===== config.mk =====
export PLATFORM = sky130hd
export DESIGN_NAME = nand_host_ctrl
export DESIGN_NICKNAME = d
export VERILOG_FILES = /design/src/hw/nand_host_pkg.sv /design/src/hw/nand_host_ctrl.sv /design/src/hw/nand_pin_sync.sv
export VERILOG_INCLUDE_DIRS = /design/src /design/src/hw
export SDC_FILE = /design/constraint.sdc
export NUM_CORES = 1
export LEC_CHECK = 0
export BUFFER_PORTS_ARGS = -buffer_cell sky130_fd_sc_hd__clkbuf_2
export CORE_UTILIZATION = 50
export CTS_BUF_LIST = sky130_fd_sc_hd__clkbuf_16
export DETAILED_ROUTE_END_ITERATION = 7
export MAX_ROUTING_LAYER = met4
export PLACE_DENSITY = 0.76
export SETUP_SLACK_MARGIN = 0.15
export SLEW_MARGIN = 20
export SYNTH_ARGS = -nofsm -noshare
export SYNTH_HDL_FRONTEND = slang
export SYNTH_HIERARCHICAL = 1
export SYNTH_SLANG_ARGS = --single-unit

===== constraint.sdc =====
create_clock -name clk_sys -period 3.1 [get_ports clk_sys]
set_input_delay 0.465 -clock clk_sys [delete_from_list [all_inputs] [get_ports clk_sys]]
set_output_delay 0.465 -clock clk_sys [all_outputs]
set_load 0.03 [all_outputs]

===== src/hw/nand_host_defines.svh =====
// Offsets, fields, command codes, geometry and timing of the flash host
`ifndef NAND_HOST_DEFINES_SVH
`define NAND_HOST_DEFINES_SVH

// Host register offsets (byte addresses, one word each)
`define NH_REG_CTRL       8'h00
`define NH_REG_ADDR       8'h04
`define NH_REG_DATA       8'h08
`define NH_REG_STATUS     8'h0c
`define NH_REG_CONFIG     8'h10

// Control word fields
`define NH_CTRL_BYTE_MSB  7
`define NH_CTRL_OP_LSB    8
`define NH_CTRL_OP_MSB    9
// Status and config bit positions
`define NH_ST_BUSY        0
`define NH_ST_READY       1
`define NH_ST_ERR         2
`define NH_CFG_X16        0
`define NH_CFG_WPN        1
`define NH_CFG_CEHOLD     2
// Reset values
`define NH_CFG_WPN_RST    1'b1

// Command set
`define NH_CMD_READ1      8'h00
`define NH_CMD_READ1B     8'h01
`define NH_CMD_READ2      8'h50
`define NH_CMD_READID     8'h90
`define NH_CMD_RESET      8'hff
`define NH_CMD_PROG       8'h80
`define NH_CMD_PROG_GO    8'h10
`define NH_CMD_COPY_GO    8'h8a
`define NH_CMD_ERASE      8'h60
`define NH_CMD_ERASE_GO   8'hd0
`define NH_CMD_STATUS     8'h70

// Geometry
`define NH_PAGES          65536
`define NH_BLOCKS         2048
`define NH_PAGE_IN_BLK    8'h1f
`define NH_SPARE_X8_MASK  8'h0f
`define NH_SPARE_X16_MASK 8'h07

// Timing
`define NH_CLK_NS         25
`define NH_T_WP_NS        25
`define NH_T_WH_NS        15
`define NH_T_REA_NS       35
`define NH_T_RH_NS        15
`define NH_SYNC_STAGES    3
`define NH_WP_CYC  ((`NH_T_WP_NS + `NH_CLK_NS - 1) / `NH_CLK_NS)
`define NH_WH_CYC  ((`NH_T_WH_NS + `NH_CLK_NS - 1) / `NH_CLK_NS)
`define NH_RH_CYC  ((`NH_T_RH_NS + `NH_CLK_NS - 1) / `NH_CLK_NS)
`define NH_RD_CYC  (((`NH_T_REA_NS + `NH_CLK_NS - 1) / `NH_CLK_NS) + `NH_SYNC_STAGES + 1)

`endif


===== src/hw/nand_host_pkg.sv =====
// Types and helper functions of the flash host
`default_nettype none
`include "nand_host_defines.svh"
package nand_host_pkg;

   typedef enum logic [2:0] {
      ST_IDLE  = 3'b000,
      ST_SETUP = 3'b001,
      ST_WLOW  = 3'b010,
      ST_WHIGH = 3'b011,
      ST_RLOW  = 3'b100,
      ST_RHIGH = 3'b101
   } engState_e;

   typedef enum logic [1:0] {
      OP_CMD   = 2'b00,
      OP_WDATA = 2'b01,
      OP_RDATA = 2'b10,
      OP_BAD   = 2'b11
   } hostOp_e;

   typedef struct packed {
      logic        ceN;
      logic        cle;
      logic        ale;
      logic        weN;
      logic        read_strobe_n;
      logic        wpN;
      logic [15:0] ioOut;
      logic        ioOeN;
   } pinsOut_s;

   typedef struct packed {
      logic        rb;
      logic [15:0] ioIn;
   } pinsIn_s;

   function automatic logic isLegalCmd(input logic [7:0] c);
      isLegalCmd = (c == `NH_CMD_READ1) || (c == `NH_CMD_READ1B) || (c == `NH_CMD_READ2) ||
                   (c == `NH_CMD_READID) || (c == `NH_CMD_RESET) || (c == `NH_CMD_PROG) ||
                   (c == `NH_CMD_PROG_GO) || (c == `NH_CMD_COPY_GO) ||
                   (c == `NH_CMD_ERASE) || (c == `NH_CMD_ERASE_GO) || (c == `NH_CMD_STATUS);
   endfunction : isLegalCmd

   // Address cycles that follow a command byte
   function automatic logic [1:0] addrCycles(input logic [7:0] c);
      if (c == `NH_CMD_READ1 || c == `NH_CMD_READ1B || c == `NH_CMD_READ2 ||
          c == `NH_CMD_PROG || c == `NH_CMD_COPY_GO)
         addrCycles = 2'd3;
      else if (c == `NH_CMD_ERASE)
         addrCycles = 2'd2;
      else if (c == `NH_CMD_READID)
         addrCycles = 2'd1;
      else
         addrCycles = 2'd0;
   endfunction : addrCycles

endpackage : nand_host_pkg
`default_nettype wire


===== src/hw/nand_host_ctrl.sv =====
// APB-controlled host that drives the command, address and data pins of a page flash
//
// The APB interface to the registers and the register addresses were chosen for this implementation.
`timescale 1ns/1ps
`default_nettype none
`include "nand_host_defines.svh"
module nand_host_ctrl
   import nand_host_pkg::*;
(
   input  wire logic        clk_sys,
   input  wire logic        sys_rst,
   input  wire logic        psel,
   input  wire logic        penable,
   input  wire logic        pwrite,
   input  wire logic [7:0]  paddr,
   input  wire logic [31:0] pwdata,
   output var  logic [31:0] prdata,
   output var  logic        pready,
   output var  logic        pslverr,
   output var  pinsOut_s    pins,
   input  wire pinsIn_s     pinsIn
);
   engState_e   state_ff;
   logic [3:0]  cnt_ff;
   logic [15:0] busVal_ff;
   logic        busCle_ff;
   logic        busAle_ff;
   logic [1:0]  addrIdx_ff;
   logic [1:0]  addrLeft_ff;
   logic [7:0]  cmdReg_ff;
   logic [15:0] rdData_ff;
   logic [24:0] addr_ff;
   logic        errFlag_ff;
   logic        cfgX16_ff;
   logic        cfgWpN_ff;
   logic        cfgCeHold_ff;
   pinsIn_s     syncIn;
   logic        devReady;
   logic        access;
   logic        hit;
   logic        wrCtrl;
   logic        wrEn;
   logic        req;
   logic        reqCmd;
   hostOp_e     reqOp;
   logic [7:0]  reqByte;
   logic        cmdOk;
   logic        startCmd;
   logic        rejectCmd;
   logic        engIdle;
   logic        strobing;
   logic [7:0]  addrByte;
   logic [7:0]  nxt_col;

   nand_pin_sync #(
      .WIDTH (17)
   ) uSync (
      .clk_sys (clk_sys),
      .sys_rst (sys_rst),
      .pinIn   (pinsIn),
      .pinOut  (syncIn)
   );

   assign devReady = syncIn.rb;
   assign engIdle  = (state_ff == ST_IDLE);
   assign strobing = (state_ff == ST_SETUP) || (state_ff == ST_WLOW) || (state_ff == ST_WHIGH);

   // APB slave
   assign access  = psel && penable;
   assign wrCtrl  = access && pwrite && (paddr == `NH_REG_CTRL);
   assign pready  = !(wrCtrl && !engIdle);
   assign wrEn    = access && pwrite && pready;
   assign pslverr = access && !hit;
   assign req     = wrCtrl && engIdle;
   assign reqOp   = hostOp_e'(pwdata[`NH_CTRL_OP_MSB:`NH_CTRL_OP_LSB]);
   assign reqByte = pwdata[`NH_CTRL_BYTE_MSB:0];
   assign reqCmd  = req && (reqOp == OP_CMD);

   // Only defined bytes; 01h only on x8; busy part takes reset and status
   assign cmdOk = isLegalCmd(reqByte) &&
                  !(cfgX16_ff && reqByte == `NH_CMD_READ1B) &&
                  (devReady || reqByte == `NH_CMD_RESET || reqByte == `NH_CMD_STATUS);
   assign startCmd  = reqCmd && cmdOk;
   assign rejectCmd = (reqCmd && !cmdOk) || (req && reqOp == OP_BAD);

   always_comb begin
      hit    = 1'b1;
      prdata = 32'h0000_0000;
      if (paddr == `NH_REG_CTRL) begin
         prdata = {24'h00_0000, cmdReg_ff};
      end else if (paddr == `NH_REG_ADDR) begin
         prdata = {7'h00, addr_ff};
      end else if (paddr == `NH_REG_DATA) begin
         prdata = {16'h0000, rdData_ff};
      end else if (paddr == `NH_REG_STATUS) begin
         prdata = {29'h0000_0000, errFlag_ff, devReady, !engIdle};
      end else if (paddr == `NH_REG_CONFIG) begin
         prdata = {29'h0000_0000, cfgCeHold_ff, cfgWpN_ff, cfgX16_ff};
      end else begin
         hit = 1'b0;
      end
   end

   always_ff @(posedge clk_sys or posedge sys_rst) begin
      if (sys_rst) begin
         cfgX16_ff    <= 1'b0;
         cfgWpN_ff    <= `NH_CFG_WPN_RST;
         cfgCeHold_ff <= 1'b0;
         addr_ff      <= 25'h000_0000;
      end else if (wrEn && paddr == `NH_REG_CONFIG) begin
         cfgX16_ff    <= pwdata[`NH_CFG_X16];
         cfgWpN_ff    <= pwdata[`NH_CFG_WPN];
         cfgCeHold_ff <= pwdata[`NH_CFG_CEHOLD];
      end else if (wrEn && paddr == `NH_REG_ADDR) begin
         addr_ff <= pwdata[24:0];
      end
   end

   // Sticky refusal flag, set wins over clear
   always_ff @(posedge clk_sys or posedge sys_rst) begin
      if (sys_rst) begin
         errFlag_ff <= 1'b0;
      end else if (rejectCmd) begin
         errFlag_ff <= 1'b1;
      end else if (wrEn && paddr == `NH_REG_STATUS && pwdata[`NH_ST_ERR]) begin
         errFlag_ff <= 1'b0;
      end
   end

   // Column byte: bit 8 is never sent, the read opcode selects the half
   always_comb begin
      nxt_col = addr_ff[7:0];
      if (cmdReg_ff == `NH_CMD_READ2) begin
         nxt_col = addr_ff[7:0] & (cfgX16_ff ? `NH_SPARE_X16_MASK : `NH_SPARE_X8_MASK);
      end
   end

   always_comb begin
      case (addrIdx_ff)
         2'd0:    addrByte = nxt_col;
         2'd1:    addrByte = (cmdReg_ff == `NH_CMD_ERASE) ?
                             (addr_ff[16:9] & ~`NH_PAGE_IN_BLK) : addr_ff[16:9];
         2'd2:    addrByte = addr_ff[24:17];
         default: addrByte = 8'h00;
      endcase
   end

   // Bus engine: one strobe per command, address or data item
   always_ff @(posedge clk_sys or posedge sys_rst) begin
      if (sys_rst) begin
         state_ff    <= ST_IDLE;
         cnt_ff      <= 4'h0;
         busVal_ff   <= 16'h0000;
         busCle_ff   <= 1'b0;
         busAle_ff   <= 1'b0;
         addrIdx_ff  <= 2'd0;
         addrLeft_ff <= 2'd0;
         cmdReg_ff   <= 8'h00;
         rdData_ff   <= 16'h0000;
      end else begin
         case (state_ff)
            ST_IDLE: begin
               if (startCmd) begin
                  busVal_ff   <= {8'h00, reqByte};
                  busCle_ff   <= 1'b1;
                  busAle_ff   <= 1'b0;
                  cmdReg_ff   <= reqByte;
                  addrLeft_ff <= addrCycles(reqByte);
                  addrIdx_ff  <= (reqByte == `NH_CMD_ERASE) ? 2'd1 : 2'd0;
                  state_ff    <= ST_SETUP;
               end else if (req && reqOp == OP_WDATA) begin
                  busVal_ff   <= cfgX16_ff ? pwdata[15:0] : {8'h00, pwdata[7:0]};
                  busCle_ff   <= 1'b0;
                  busAle_ff   <= 1'b0;
                  addrLeft_ff <= 2'd0;
                  state_ff    <= ST_SETUP;
               end else if (req && reqOp == OP_RDATA) begin
                  cnt_ff   <= 4'(`NH_RD_CYC - 1);
                  state_ff <= ST_RLOW;
               end
            end
            ST_SETUP: begin
               cnt_ff   <= 4'(`NH_WP_CYC - 1);
               state_ff <= ST_WLOW;
            end
            ST_WLOW: begin
               if (cnt_ff == 4'h0) begin
                  cnt_ff   <= 4'(`NH_WH_CYC - 1);
                  state_ff <= ST_WHIGH;
               end else begin
                  cnt_ff <= cnt_ff - 4'h1;
               end
            end
            ST_WHIGH: begin
               if (cnt_ff != 4'h0) begin
                  cnt_ff <= cnt_ff - 4'h1;
               end else if (addrLeft_ff != 2'd0) begin
                  busVal_ff   <= {8'h00, addrByte};
                  busCle_ff   <= 1'b0;
                  busAle_ff   <= 1'b1;
                  addrIdx_ff  <= addrIdx_ff + 2'd1;
                  addrLeft_ff <= addrLeft_ff - 2'd1;
                  state_ff    <= ST_SETUP;
               end else begin
                  busCle_ff <= 1'b0;
                  busAle_ff <= 1'b0;
                  state_ff  <= ST_IDLE;
               end
            end
            ST_RLOW: begin
               if (cnt_ff == 4'h0) begin
                  rdData_ff <= cfgX16_ff ? syncIn.ioIn : {8'h00, syncIn.ioIn[7:0]};
                  cnt_ff    <= 4'(`NH_RH_CYC - 1);
                  state_ff  <= ST_RHIGH;
               end else begin
                  cnt_ff <= cnt_ff - 4'h1;
               end
            end
            ST_RHIGH: begin
               if (cnt_ff == 4'h0) begin
                  state_ff <= ST_IDLE;
               end else begin
                  cnt_ff <= cnt_ff - 4'h1;
               end
            end
            default: state_ff <= ST_IDLE;
         endcase
      end
   end

   // Pin drivers, registered from engine state and config register
   always_ff @(posedge clk_sys or posedge sys_rst) begin
      if (sys_rst) begin
         pins <= '{ceN: 1'b1, cle: 1'b0, ale: 1'b0, weN: 1'b1, read_strobe_n: 1'b1,
                   wpN: 1'b0, ioOut: 16'h0000, ioOeN: 1'b1};
      end else begin
         pins.ceN           <= !(cfgCeHold_ff || !engIdle);
         pins.cle           <= strobing && busCle_ff;
         pins.ale           <= strobing && busAle_ff;
         pins.weN           <= (state_ff != ST_WLOW);
         pins.read_strobe_n <= (state_ff != ST_RLOW);
         pins.wpN           <= cfgWpN_ff;
         pins.ioOut         <= busVal_ff;
         pins.ioOeN         <= !strobing;
      end
   end

   // Checking helpers
   logic       weNPrev_ff;
   logic [2:0] aleCnt_ff;
   logic       seqCmd_ff;
   logic       weRise;
   assign weRise = pins.weN && !weNPrev_ff;

   always_ff @(posedge clk_sys or posedge sys_rst) begin
      if (sys_rst) begin
         weNPrev_ff <= 1'b1;
         aleCnt_ff  <= 3'd0;
         seqCmd_ff  <= 1'b0;
      end else begin
         weNPrev_ff <= pins.weN;
         if (weRise && pins.cle) begin
            aleCnt_ff <= 3'd0;
         end else if (weRise && pins.ale) begin
            aleCnt_ff <= aleCnt_ff + 3'd1;
         end
         if (startCmd) begin
            seqCmd_ff <= 1'b1;
         end else if (req) begin
            seqCmd_ff <= 1'b0;
         end
      end
   end
endmodule : nand_host_ctrl
`default_nettype wire


===== src/hw/nand_pin_sync.sv =====
// Three-stage pin synchroniser with agreement filter
`timescale 1ns/1ps
`default_nettype none
module nand_pin_sync #(
   parameter int WIDTH = 17
) (
   input  wire logic             clk_sys,
   input  wire logic             sys_rst,
   input  wire logic [WIDTH-1:0] pinIn,
   output var  logic [WIDTH-1:0] pinOut
);
   logic [WIDTH-1:0] s1_ff;
   logic [WIDTH-1:0] s2_ff;
   logic [WIDTH-1:0] s3_ff;

   genvar i;
   generate
      for (i = 0; i < WIDTH; i++) begin : gBit
         always_ff @(posedge clk_sys or posedge sys_rst) begin
            if (sys_rst) begin
               s1_ff[i]  <= 1'b0;
               s2_ff[i]  <= 1'b0;
               s3_ff[i]  <= 1'b0;
               pinOut[i] <= 1'b0;
            end else begin
               s1_ff[i] <= pinIn[i];
               s2_ff[i] <= s1_ff[i];
               s3_ff[i] <= s2_ff[i];
               // A change counts once stages two and three agree
               if (s2_ff[i] == s3_ff[i]) begin
                  pinOut[i] <= s3_ff[i];
               end
            end
         end
      end
   endgenerate
endmodule : nand_pin_sync
`default_nettype wire

==> results of run 1 <==
-- synthesized netlist by cell type (all sizes together), types with 6 or more instances --
cell / instances / area, sq um
ha: 6 / 75.1
buf: 16 / 120
o21ai: 38 / 213
maj3: 17 / 191
dfrtp: 168 / 4200
clkbuf: 20 / 75.1
a222oi: 11 / 110
nand3: 10 / 50.1
nor3: 7 / 46.3
mux2: 49 / 642
and2: 15 / 93.8
inv: 21 / 78.8
nor2: 26 / 100
a22o: 8 / 70.1
nand2: 67 / 251
and3: 12 / 75.1
-- per-stage QoR --
stage / utilization / setup WS [ns] / hold WS [ns] / power, W
2_1_floorplan: - / 0.261 / 0.331 / 0.00313
3_3_place_gp: 0.564 / 0.230 / 0.333 / 0.00331
3_5_place_dp: 0.564 / 0.180 / 0.335 / 0.00337
4_1_cts: 0.609 / 0.178 / 0.116 / 0.00557
5_1_grt: 0.609 / 0.155 / 0.117 / 0.00578
6_report: 0.609 / 0.280 / 0.135 / 0.00552
-- state kept, by name (all words and copies together), names as in the netlist, 4 cells and up --
name,count
uSync/s3_ff,17
cmdReg_ff,8
addr_ff,25
uSync/s1_ff,17
rdData_ff,16
pins,23
busVal_ff,16
uSync/s2_ff,17
uSync/pinOut,17
cnt_ff,4
-- kinds of logic (layout without fill, tap and decap cells) --
| kind of cell | after synthesis | after routing | share of synthesized area |
|---|---|---|---|
| simple gates | 168 | 168 | 0.122 |
| compound gates | 87 | 87 | 0.0881 |
| other cells | 1 | 7 | 0.000530 |
| fa+ha+maj | 23 | 23 | 0.0377 |
| flops | 173 | 173 | 0.613 |
| buf+inv | 57 | 175 | 0.0387 |
| xor+xnor | 2 | 2 | 0.00248 |
| mux | 54 | 54 | 0.0978 |
-- worst max-delay path by stage --
stage / end / cells after the start / startpoint
5_1_grt: prdata[0] / 8 / paddr[4]
3_5_place_dp: prdata[9] / 7 / paddr[4]
3_3_place_gp: prdata[9] / 7 / paddr[4]
2_1_floorplan: prdata[0] / 7 / paddr[5]
6_report: prdata[0] / 8 / paddr[4]
4_1_cts: prdata[9] / 7 / paddr[4]
-- cells in the final DEF, fill, tap and decap left out, types with 7 or more instances in the layout --
master and instances:
nand2_1 67, nor2_1 25, o21ai_0 33, mux2_2 25, and2_1 15, nand3_1 10, and3_1 12, inv_1 19
conb_1 7, maj3_2 17, mux2_4 24, buf_4 17, clkbuf_2 104, dfrtp_1 168, clkbuf_16 17, a222oi_1 11
a22o_1 8
-- metal layers --
metal  vias to the layer above  global-route usage  share of wire
met1                      2313               0.301           0.44
met4                         0               0.107          0.025
met5                         -                   -              0
met2                       172               0.353           0.48
li1                       2202                   -              -
met3                        32              0.0446          0.051
-- layout make-up --
class | count | area, sq um | area share
sequential | 173 | 4340 | 0.515
multi-input combinational | 341 | 2490 | 0.295
timing repair buffer | 122 | 668 | 0.0794
clock buffer | 17 | 425 | 0.0505
tap | 180 | 225 | 0.0268
clock inverter | 15 | 194 | 0.0230
inverter | 21 | 82.6 | 0.00981
-- repair_timing --
item	in CTS	in global routing
setup endpoints to repair	0	12
resized for setup	0	1
endpoints found under the hold margin	0	0
-- critical path, stage by stage --
cell      delay [ns]
clkbuf_2        0.13
or4_4           0.58
nor3_4          0.21
nand2_1         0.17
a211oi_1        0.25
a311oi_1        0.09
o21ai_1         0.22
clkbuf_2        0.24
-- report_power, final --
part | internal [W] | switching [W] | total [W]
sequential | 0.00245 | 0.000113 | 0.00257
combinational | 0.000319 | 0.000444 | 0.000763
clock | 0.00124 | 0.000953 | 0.00219
total | 0.00401 | 0.00151 | 0.00552
==> results.yml, run 1 <==
status:
  status: "finished with violations"
  violations: "DRC"
cts:
  cts_buffer_depth: 2
  cts-root-buf: "clkbuf_16"
  cts_tree: "built"
  ctsHoldBuffers: 0
  cts_setup_buffers: 0
  clock_sinks: 173
  path_clk_slew_ns: 0.07
  htree_num_levels: 4
  insertion_delay_ns: 0.43
  numCtsBuffers: 17
power_and_ir_drop:
  power_density_nw_per_um2: 656
  irDropWorstVdd_uv: 407
  cellLeakagePower_nw: 4.07
routing:
  firstDrtPassIters: 8
  drt-initial-drc-count: 410
  vias: 4719
  via_per_inst: 5.43
  wl_um: 15000
  ant_nets: 0
  post_drt_wl_per_cell_um: 17.3
  drc: 5
yosys:
  synth_cell_types: 61
  seq_area_frac_synth: 0.613
  synth_seq_cells: 173
  yosys_warnings: 6
  synthFlopType: "dfrtp_1"
  synth_enable_flop_cells: 0
  syn_area_per_cell_sq_um: 12.5
  async_flop_share: 1.00
  synth_cells: 565
  synth.cell_area_sq_um: 7070
setup_path:
  rr_worst_depth: 8
  critPathMaxFanout: 6
  end_kind: "output port"
  crit_path_start_kind: "input port"
  r2r_start: "cnt_ff[0]$_DFFE_PP0P_"
  worst_ep_required_time_ns: 2.63
  cp.arrival_ns: 2.35
  r2r-end: "busVal_ff[10]$_DFFE_PP0P_"
  worstSetupPathType: "input port to output port"
  r2r_setup_slack_ns: 0.55
sta:
  finClkSkew_ns: 0.00710
  setup_violations: 0
  rsz0062_at_grt: "false"
  min_period_ns: 2.82
  hold_violations: 0
  drv_slew: 0
  fmax_mhz: 355
  tns_ns: 0
  maxSlewHeadroom: 0.402
  finalCritPeriodShare: 0.910
  worstMarginPinSlew_ns: 0.894
floorplan:
  coreArea_sq_um: 13800
  die_area_sq_um: 14600
  die_width_um: 121
  die_h_um: 121
  start_util: 0.511
  ios: 119
  num_rows: 43
layout:
  stdcell_count: 869
  drive_gt1_frac: 0.348
  n_fill_cell: 1074
  nets: 744
  stdcell_area_sq_um: 8420
  n_antenna_cell: 0
  area_delta_synth_final_pct: 19.0
placement:
  place_congestion: 0.862
  post-place-cells: 837
  post-dp-hpwl_um: 10900
  portBuffers: 104
  place_area_sq_um: 7800
global_route:
  gr-usage-all-layers: 0.232
  grt_pass1_wl_um: 24400
  grt_antenna_before_repair: 0
  grt_pass1_vias: 4632
  grt_overflow: 0
  grt_start_max_net_pins: 106
worst_hold_path:
  min_path_cells: 1
  hold_class: "input port to register"
  holdPathEnd: "uSync/s1_ff[13]$_DFF_PP0_"
  hold_start: "pinsIn[13]"
run:
  drv_cap: 0
Power figures use the tool's default switching activity.
==> run 2: changes to the inputs <==
==> constraint.sdc (replaced) <==
create_clock -name clk_sys -period 3.1 [get_ports clk_sys]
set_input_delay 0.62 -clock clk_sys [delete_from_list [all_inputs] [get_ports clk_sys]]
set_output_delay 0.62 -clock clk_sys [all_outputs]
set_load 0.03 [all_outputs]
==> results.yml, run 2 (synthesized netlist as in run 1, its figures left out) <==
setup_path:
  cp.arrival_ns: 2.28
  r2r-end: "busVal_ff[14]$_DFFE_PP0P_"
  worst_ep_required_time_ns: 2.48
  critPathMaxFanout: 8
  r2r_start: "state_ff[2]$_DFFE_PP0P_"
  crit_path_start_kind: "input port"
  slowest_delay_ns: 0.55
  r2r_setup_slack_ns: 0.57
  worstSetupPathType: "input port to output port"
  critical_path.most_common_cell: "buf_4"
  crit_slowest_cell: "or4_4"
  path_cells: "clkbuf_2, or4_4, buf_4, nor2_2, buf_4, nand2_1, o21ai_2, buf_4"
  crit_buf_inv: 4
  cp_top_family: "simple AND/OR/NAND/NOR gates"
  end_kind: "output port"
  rr_worst_depth: 7
routing:
  ant_nets: 0
  drc: 0
  post_drt_wl_per_cell_um: 17.3
  firstDrtPassIters: 5
  vias: 4924
  wl_um: 15200
  via_per_inst: 5.62
  drt-initial-drc-count: 407
floorplan:
  coreArea_sq_um: 13800
  die_h_um: 121
  num_rows: 43
  die_area_sq_um: 14600
  die_width_um: 121
  start_util: 0.511
  ios: 119
placement:
  post-place-cells: 836
  portBuffers: 104
  place_congestion: 0.944
  place_ws_ns: 0.0583
  post-dp-hpwl_um: 10600
sta:
  finClkSkew_ns: 0.0114
  fin_hold_ws_ns: 0.127
  fmax_mhz: 344
  tns_ns: 0
  finalCritPeriodShare: 0.937
  hold_violations: 0
  min_period_ns: 2.90
  setup_violations: 0
  layout_setup_ws_ns: 0.197
  rsz0062_at_grt: "true"
  worstMarginPinSlew_ns: 0.797
  maxSlewHeadroom: 0.467
  drv_slew: 0
cts:
  clock_sinks: 173
  htree_num_levels: 4
  insertion_delay_ns: 0.43
  ctsHoldBuffers: 0
  cts_tree: "built"
  cts-root-buf: "clkbuf_16"
  cts_buffer_depth: 2
  numCtsBuffers: 17
  path_clk_slew_ns: 0.06
global_route:
  grt_start_max_net_pins: 58
  grt_pass1_vias: 4833
  grt_overflow: 0
  grt_antenna_before_repair: 0
  gr-usage-all-layers: 0.227
  grt_pass1_wl_um: 24200
layout:
  largest_reg_flops: 25
  final_cell_mix: "dfrtp_1, clkbuf_2, nand2_1, o21ai_0, mux2_2"
  nets: 751
  drive_gt1_frac: 0.361
  area_delta_synth_final_pct: 21.4
  n_fill_cell: 1026
  area.sequential_sq_um: 4340
  final_common_cell: "dfrtp_1"
  top_register: "addr_ff"
  n_antenna_cell: 0
  stdcell_count: 876
  multi_input_area_sq_um: 2540
  reg_top3: "addr_ff (25), pins (23)"
power_and_ir_drop:
  irDropWorstVdd_uv: 388
  power_density_nw_per_um2: 603
  cellLeakagePower_nw: 4.11
status:
  status: "finished clean"
worst_hold_path:
  hold_class: "input port to asynchronous set/reset pin"
run:
  drv_cap: 0
==> run 2: changes by cell type in the layout (fill, tap and decap cells not counted), moves of 3 or more <==
cell | previous run | this run
inv_6 | 6 | 2
buf_2 | 0 | 3
inv_8 | 5 | 0
o21ai_2 | 0 | 3
clkinvlp_4 | 1 | 5
o21ai_1 | 3 | 0
clkbuf_8 | 0 | 5
buf_4 | 17 | 20
buf_6 | 0 | 3
clkbuf_2 | 104 | 84
buf_12 | 1 | 4
clkinv_1 | 0 | 3
clkbuf_4 | 0 | 8
==> run 2: power by group <==
part | internal (W) | total, W | switching [W]
sequential | 0.00245 | 0.00260 | 0.000151
clock | 0.00101 | 0.00187 | 0.000856
combinational | 0.000308 | 0.000698 | 0.000390
total | 0.00377 | 0.00517 | 0.00140
==> run 2: worst max-delay path by stage <==
stage	startpoint	endpoint	slack (ns)	cells past startpoint
2_1_floorplan	paddr[5]	prdata[0]	0.15	7
3_3_place_gp	paddr[4]	prdata[8]	0.12	8
3_5_place_dp	paddr[4]	prdata[0]	0.06	8
4_1_cts	paddr[5]	prdata[3]	0.14	10
5_1_grt	paddr[6]	prdata[1]	0.14	8
6_report	paddr[6]	prdata[1]	0.20	8
==> run 2: worst register-to-register path, stage by stage, from the launching register on <==
cell and delay (ns):
dfrtp_1 0.54, or3_1 0.56, nor3_1 0.17, nand3_1 0.13, and2_1 0.27, o21ai_4 0.20
buf_12 0.19, mux2_2 0.36
==> run 2: stage by stage <==
step	utilization	total power, W	instance area [sq um]
final	0.621	0.00517	8580
after global routing	0.621	0.00542	8580
after CTS	0.621	0.00521	8580
after detailed placement	0.566	0.00333	7830
after global placement	0.566	0.00329	7830
after floorplan	-	0.00313	7110
==> run 2: per-layer routing <==
metal,part of all wire,routed length (um),vias to the layer above,global-route usage
li1,-,-,2219,-
met1,0.40,6100,2455,0.272
met2,0.51,7670,215,0.364
met3,0.067,1020,35,0.0545
met4,0.024,365,0,0.104
met5,0,0,-,-
==> run 2: what timing repair did <==
| item | CTS | global route |
|---|---|---|
| pin swaps | 5 | 6 |
| resized for setup | 37 | 7 |
| endpoints found under the setup margin | 16 | 25 |
| buffers inserted | 6 | 0 |
| cloned | 2 | 0 |
==> run 2: cell type report <==
type,instances,area share
Clock buffer,17,0.0496
Sequential cell,173,0.505
Clock inverter,15,0.0115
Inverter,21,0.00962
Timing Repair Buffer,129,0.101
Tap cell,180,0.0262
Multi-Input combinational cell,341,0.296
==> run 3: changes to the inputs <==
--- a/config.mk
+++ b/config.mk
@@ -7,12 +7,13 @@
 export NUM_CORES = 1
 export LEC_CHECK = 0
 export BUFFER_PORTS_ARGS = -buffer_cell sky130_fd_sc_hd__clkbuf_2
-export CORE_UTILIZATION = 50
+export CORE_UTILIZATION = 40
 export CTS_BUF_LIST = sky130_fd_sc_hd__clkbuf_16
 export DETAILED_ROUTE_END_ITERATION = 7
+export HOLD_SLACK_MARGIN = 0.08
 export MAX_ROUTING_LAYER = met4
-export PLACE_DENSITY = 0.76
-export SETUP_SLACK_MARGIN = 0.15
+export PLACE_DENSITY = 0.63
+export SETUP_SLACK_MARGIN = 0.02
 export SLEW_MARGIN = 20
 export SYNTH_ARGS = -nofsm -noshare
 export SYNTH_HDL_FRONTEND = slang
==> results.yml, run 3 (synthesized netlist as in run 1, its figures left out) <==
status:
  status: "finished clean"
floorplan:
  coreArea_sq_um: 17300
  start_util: 0.409
  die_area_sq_um: 18200
  die_h_um: 135
  ios: 119
  die_width_um: 135
  num_rows: 48
sta:
  setup_violations: 0
  finalCritPeriodShare: 0.972
  drv_slew: 0
  worstMarginPinSlew_ns: 0.848
  fmax_mhz: 332
  maxSlewHeadroom: 0.435
  hold_violations: 0
  tns_ns: 0
  finClkSkew_ns: 0.00764
  layout_setup_ws_ns: 0.0882
  min_period_ns: 3.01
  rsz0062_at_grt: "true"
power_and_ir_drop:
  irDropWorstVdd_uv: 388
  cellLeakagePower_nw: 4.05
  power_density_nw_per_um2: 621
  power_w: 0.00524
placement:
  place_ws_ns: 0.0629
  portBuffers: 104
  place_congestion: 0.856
  post-dp-hpwl_um: 11100
layout:
  final_cell_mix: "dfrtp_1, clkbuf_2, nand2_1, o21ai_0"
  drive_gt1_frac: 0.346
  top_register: "addr_ff"
  n_antenna_cell: 0
  largest_reg_flops: 25
  reg_top3: "addr_ff (25), pins (23)"
  nets: 743
  area_delta_synth_final_pct: 19.2
  final_common_cell: "dfrtp_1"
cts:
  cts-root-buf: "clkbuf_16"
  cts_tree: "built"
  postCtsResizedCells: 0
  cts_buffer_depth: 2
  numCtsBuffers: 17
  insertion_delay_ns: 0.42
  ctsHoldBuffers: 0
  cts_setup_buffers: 0
  clock_sinks: 173
  htree_num_levels: 4
  path_clk_slew_ns: 0.07
global_route:
  gr-usage-all-layers: 0.185
  grt_antenna_before_repair: 0
  use_met2: 0.288
  grt_overflow: 0
  use_met1: 0.238
  busiest_layer: "met2"
  grt_pass1_wl_um: 24800
  grt_pass1_vias: 4631
  grt.met3_usage: 0.0379
  grt_start_max_net_pins: 67
routing:
  firstDrtPassIters: 7
  drt-initial-drc-count: 232
  wl_um: 15000
  ant_nets: 0
  drc: 0
  post_drt_wl_per_cell_um: 16.4
  vias: 4656
  via_per_inst: 5.10
worst_hold_path:
  hold_class: "input port to asynchronous set/reset pin"
setup_path:
  end_kind: "output port"
  crit_path_start_kind: "input port"
  worstSetupPathType: "input port to output port"
  critPathMaxFanout: 25
  worst_ep_required_time_ns: 2.48
  cp.arrival_ns: 2.39
run:
  drv_cap: 0
-- run 3: changes by cell type in the layout (fill, tap and decap cells not counted), moves of 3 or more --
| cell | change |
|---|---|
| clkbuf_2 | +19 |
| clkinvlp_4 | -3 |
| clkbuf_4 | -8 |
| clkbuf_8 | -5 |
| inv_8 | +3 |
| buf_4 | -7 |
-- run 3: metal layers --
metal  vias to the layer above  routed length [um]  part of all wire
li1                       2205                   -                 -
met1                      2294                6570              0.44
met2                       136                7340              0.49
met3                        21                 804             0.054
met4                         0                 257             0.017
met5                         -                   0                 0
-- run 3: where the power goes --
part | switching (W) | internal, W | leakage [nW]
sequential | 0.000147 | 0.00245 | 2.12
combinational | 0.000388 | 0.000303 | 1.66
clock | 0.000910 | 0.00104 | 0.272
total | 0.00144 | 0.00379 | 4.05
-- run 3: final timing paths --
check	cells after the start	startpoint	to	slack, ns
max	8	paddr[4]	prdata[2]	0.09
min	2	sys_rst	uSync/s2_ff[15]$_DFF_PP0_	0.17
max in group asynchronous	3	sys_rst	busAle_ff$_DFFE_PP0P_	2.05
min reg2reg	0	uSync/s1_ff[16]$_DFF_PP0_	uSync/s2_ff[16]$_DFF_PP0_	0.35
min in group clk_sys	1	pinsIn[9]	uSync/s1_ff[9]$_DFF_PP0_	0.30
max reg2reg	7	state_ff[1]$_DFFE_PP0P_	busVal_ff[12]$_DFFE_PP0P_	0.62
-- run 3: critical path, stage by stage --
cell	delay (ns)
clkbuf_2	0.13
or4_4	0.56
nor3_4	0.19
and3b_1	0.24
buf_12	0.17
a311oi_1	0.08
o21ai_2	0.17
buf_2	0.22
-- run 3: per-stage QoR --
stage	utilization	cells	hold slack [ns]	instance area [sq um]
final	0.487	913	0.169	8430
after CTS	0.487	913	0.155	8420
after global routing	0.487	913	0.173	8430
after floorplan	-	571	0.331	7110
after detailed placement	0.456	881	0.335	7880
after global placement	0.456	881	0.332	7880
-- run 3: area by class of cell --
class / instances / area, sq um
multi-input cells: 341 / 2500
repair buffers: 121 / 689
inverters: 21 / 82.6
flip-flops and latches: 173 / 4340
well taps: 225 / 282
clock inverters: 15 / 118
clock buffers: 17 / 425
fillers: 1562 / 8870
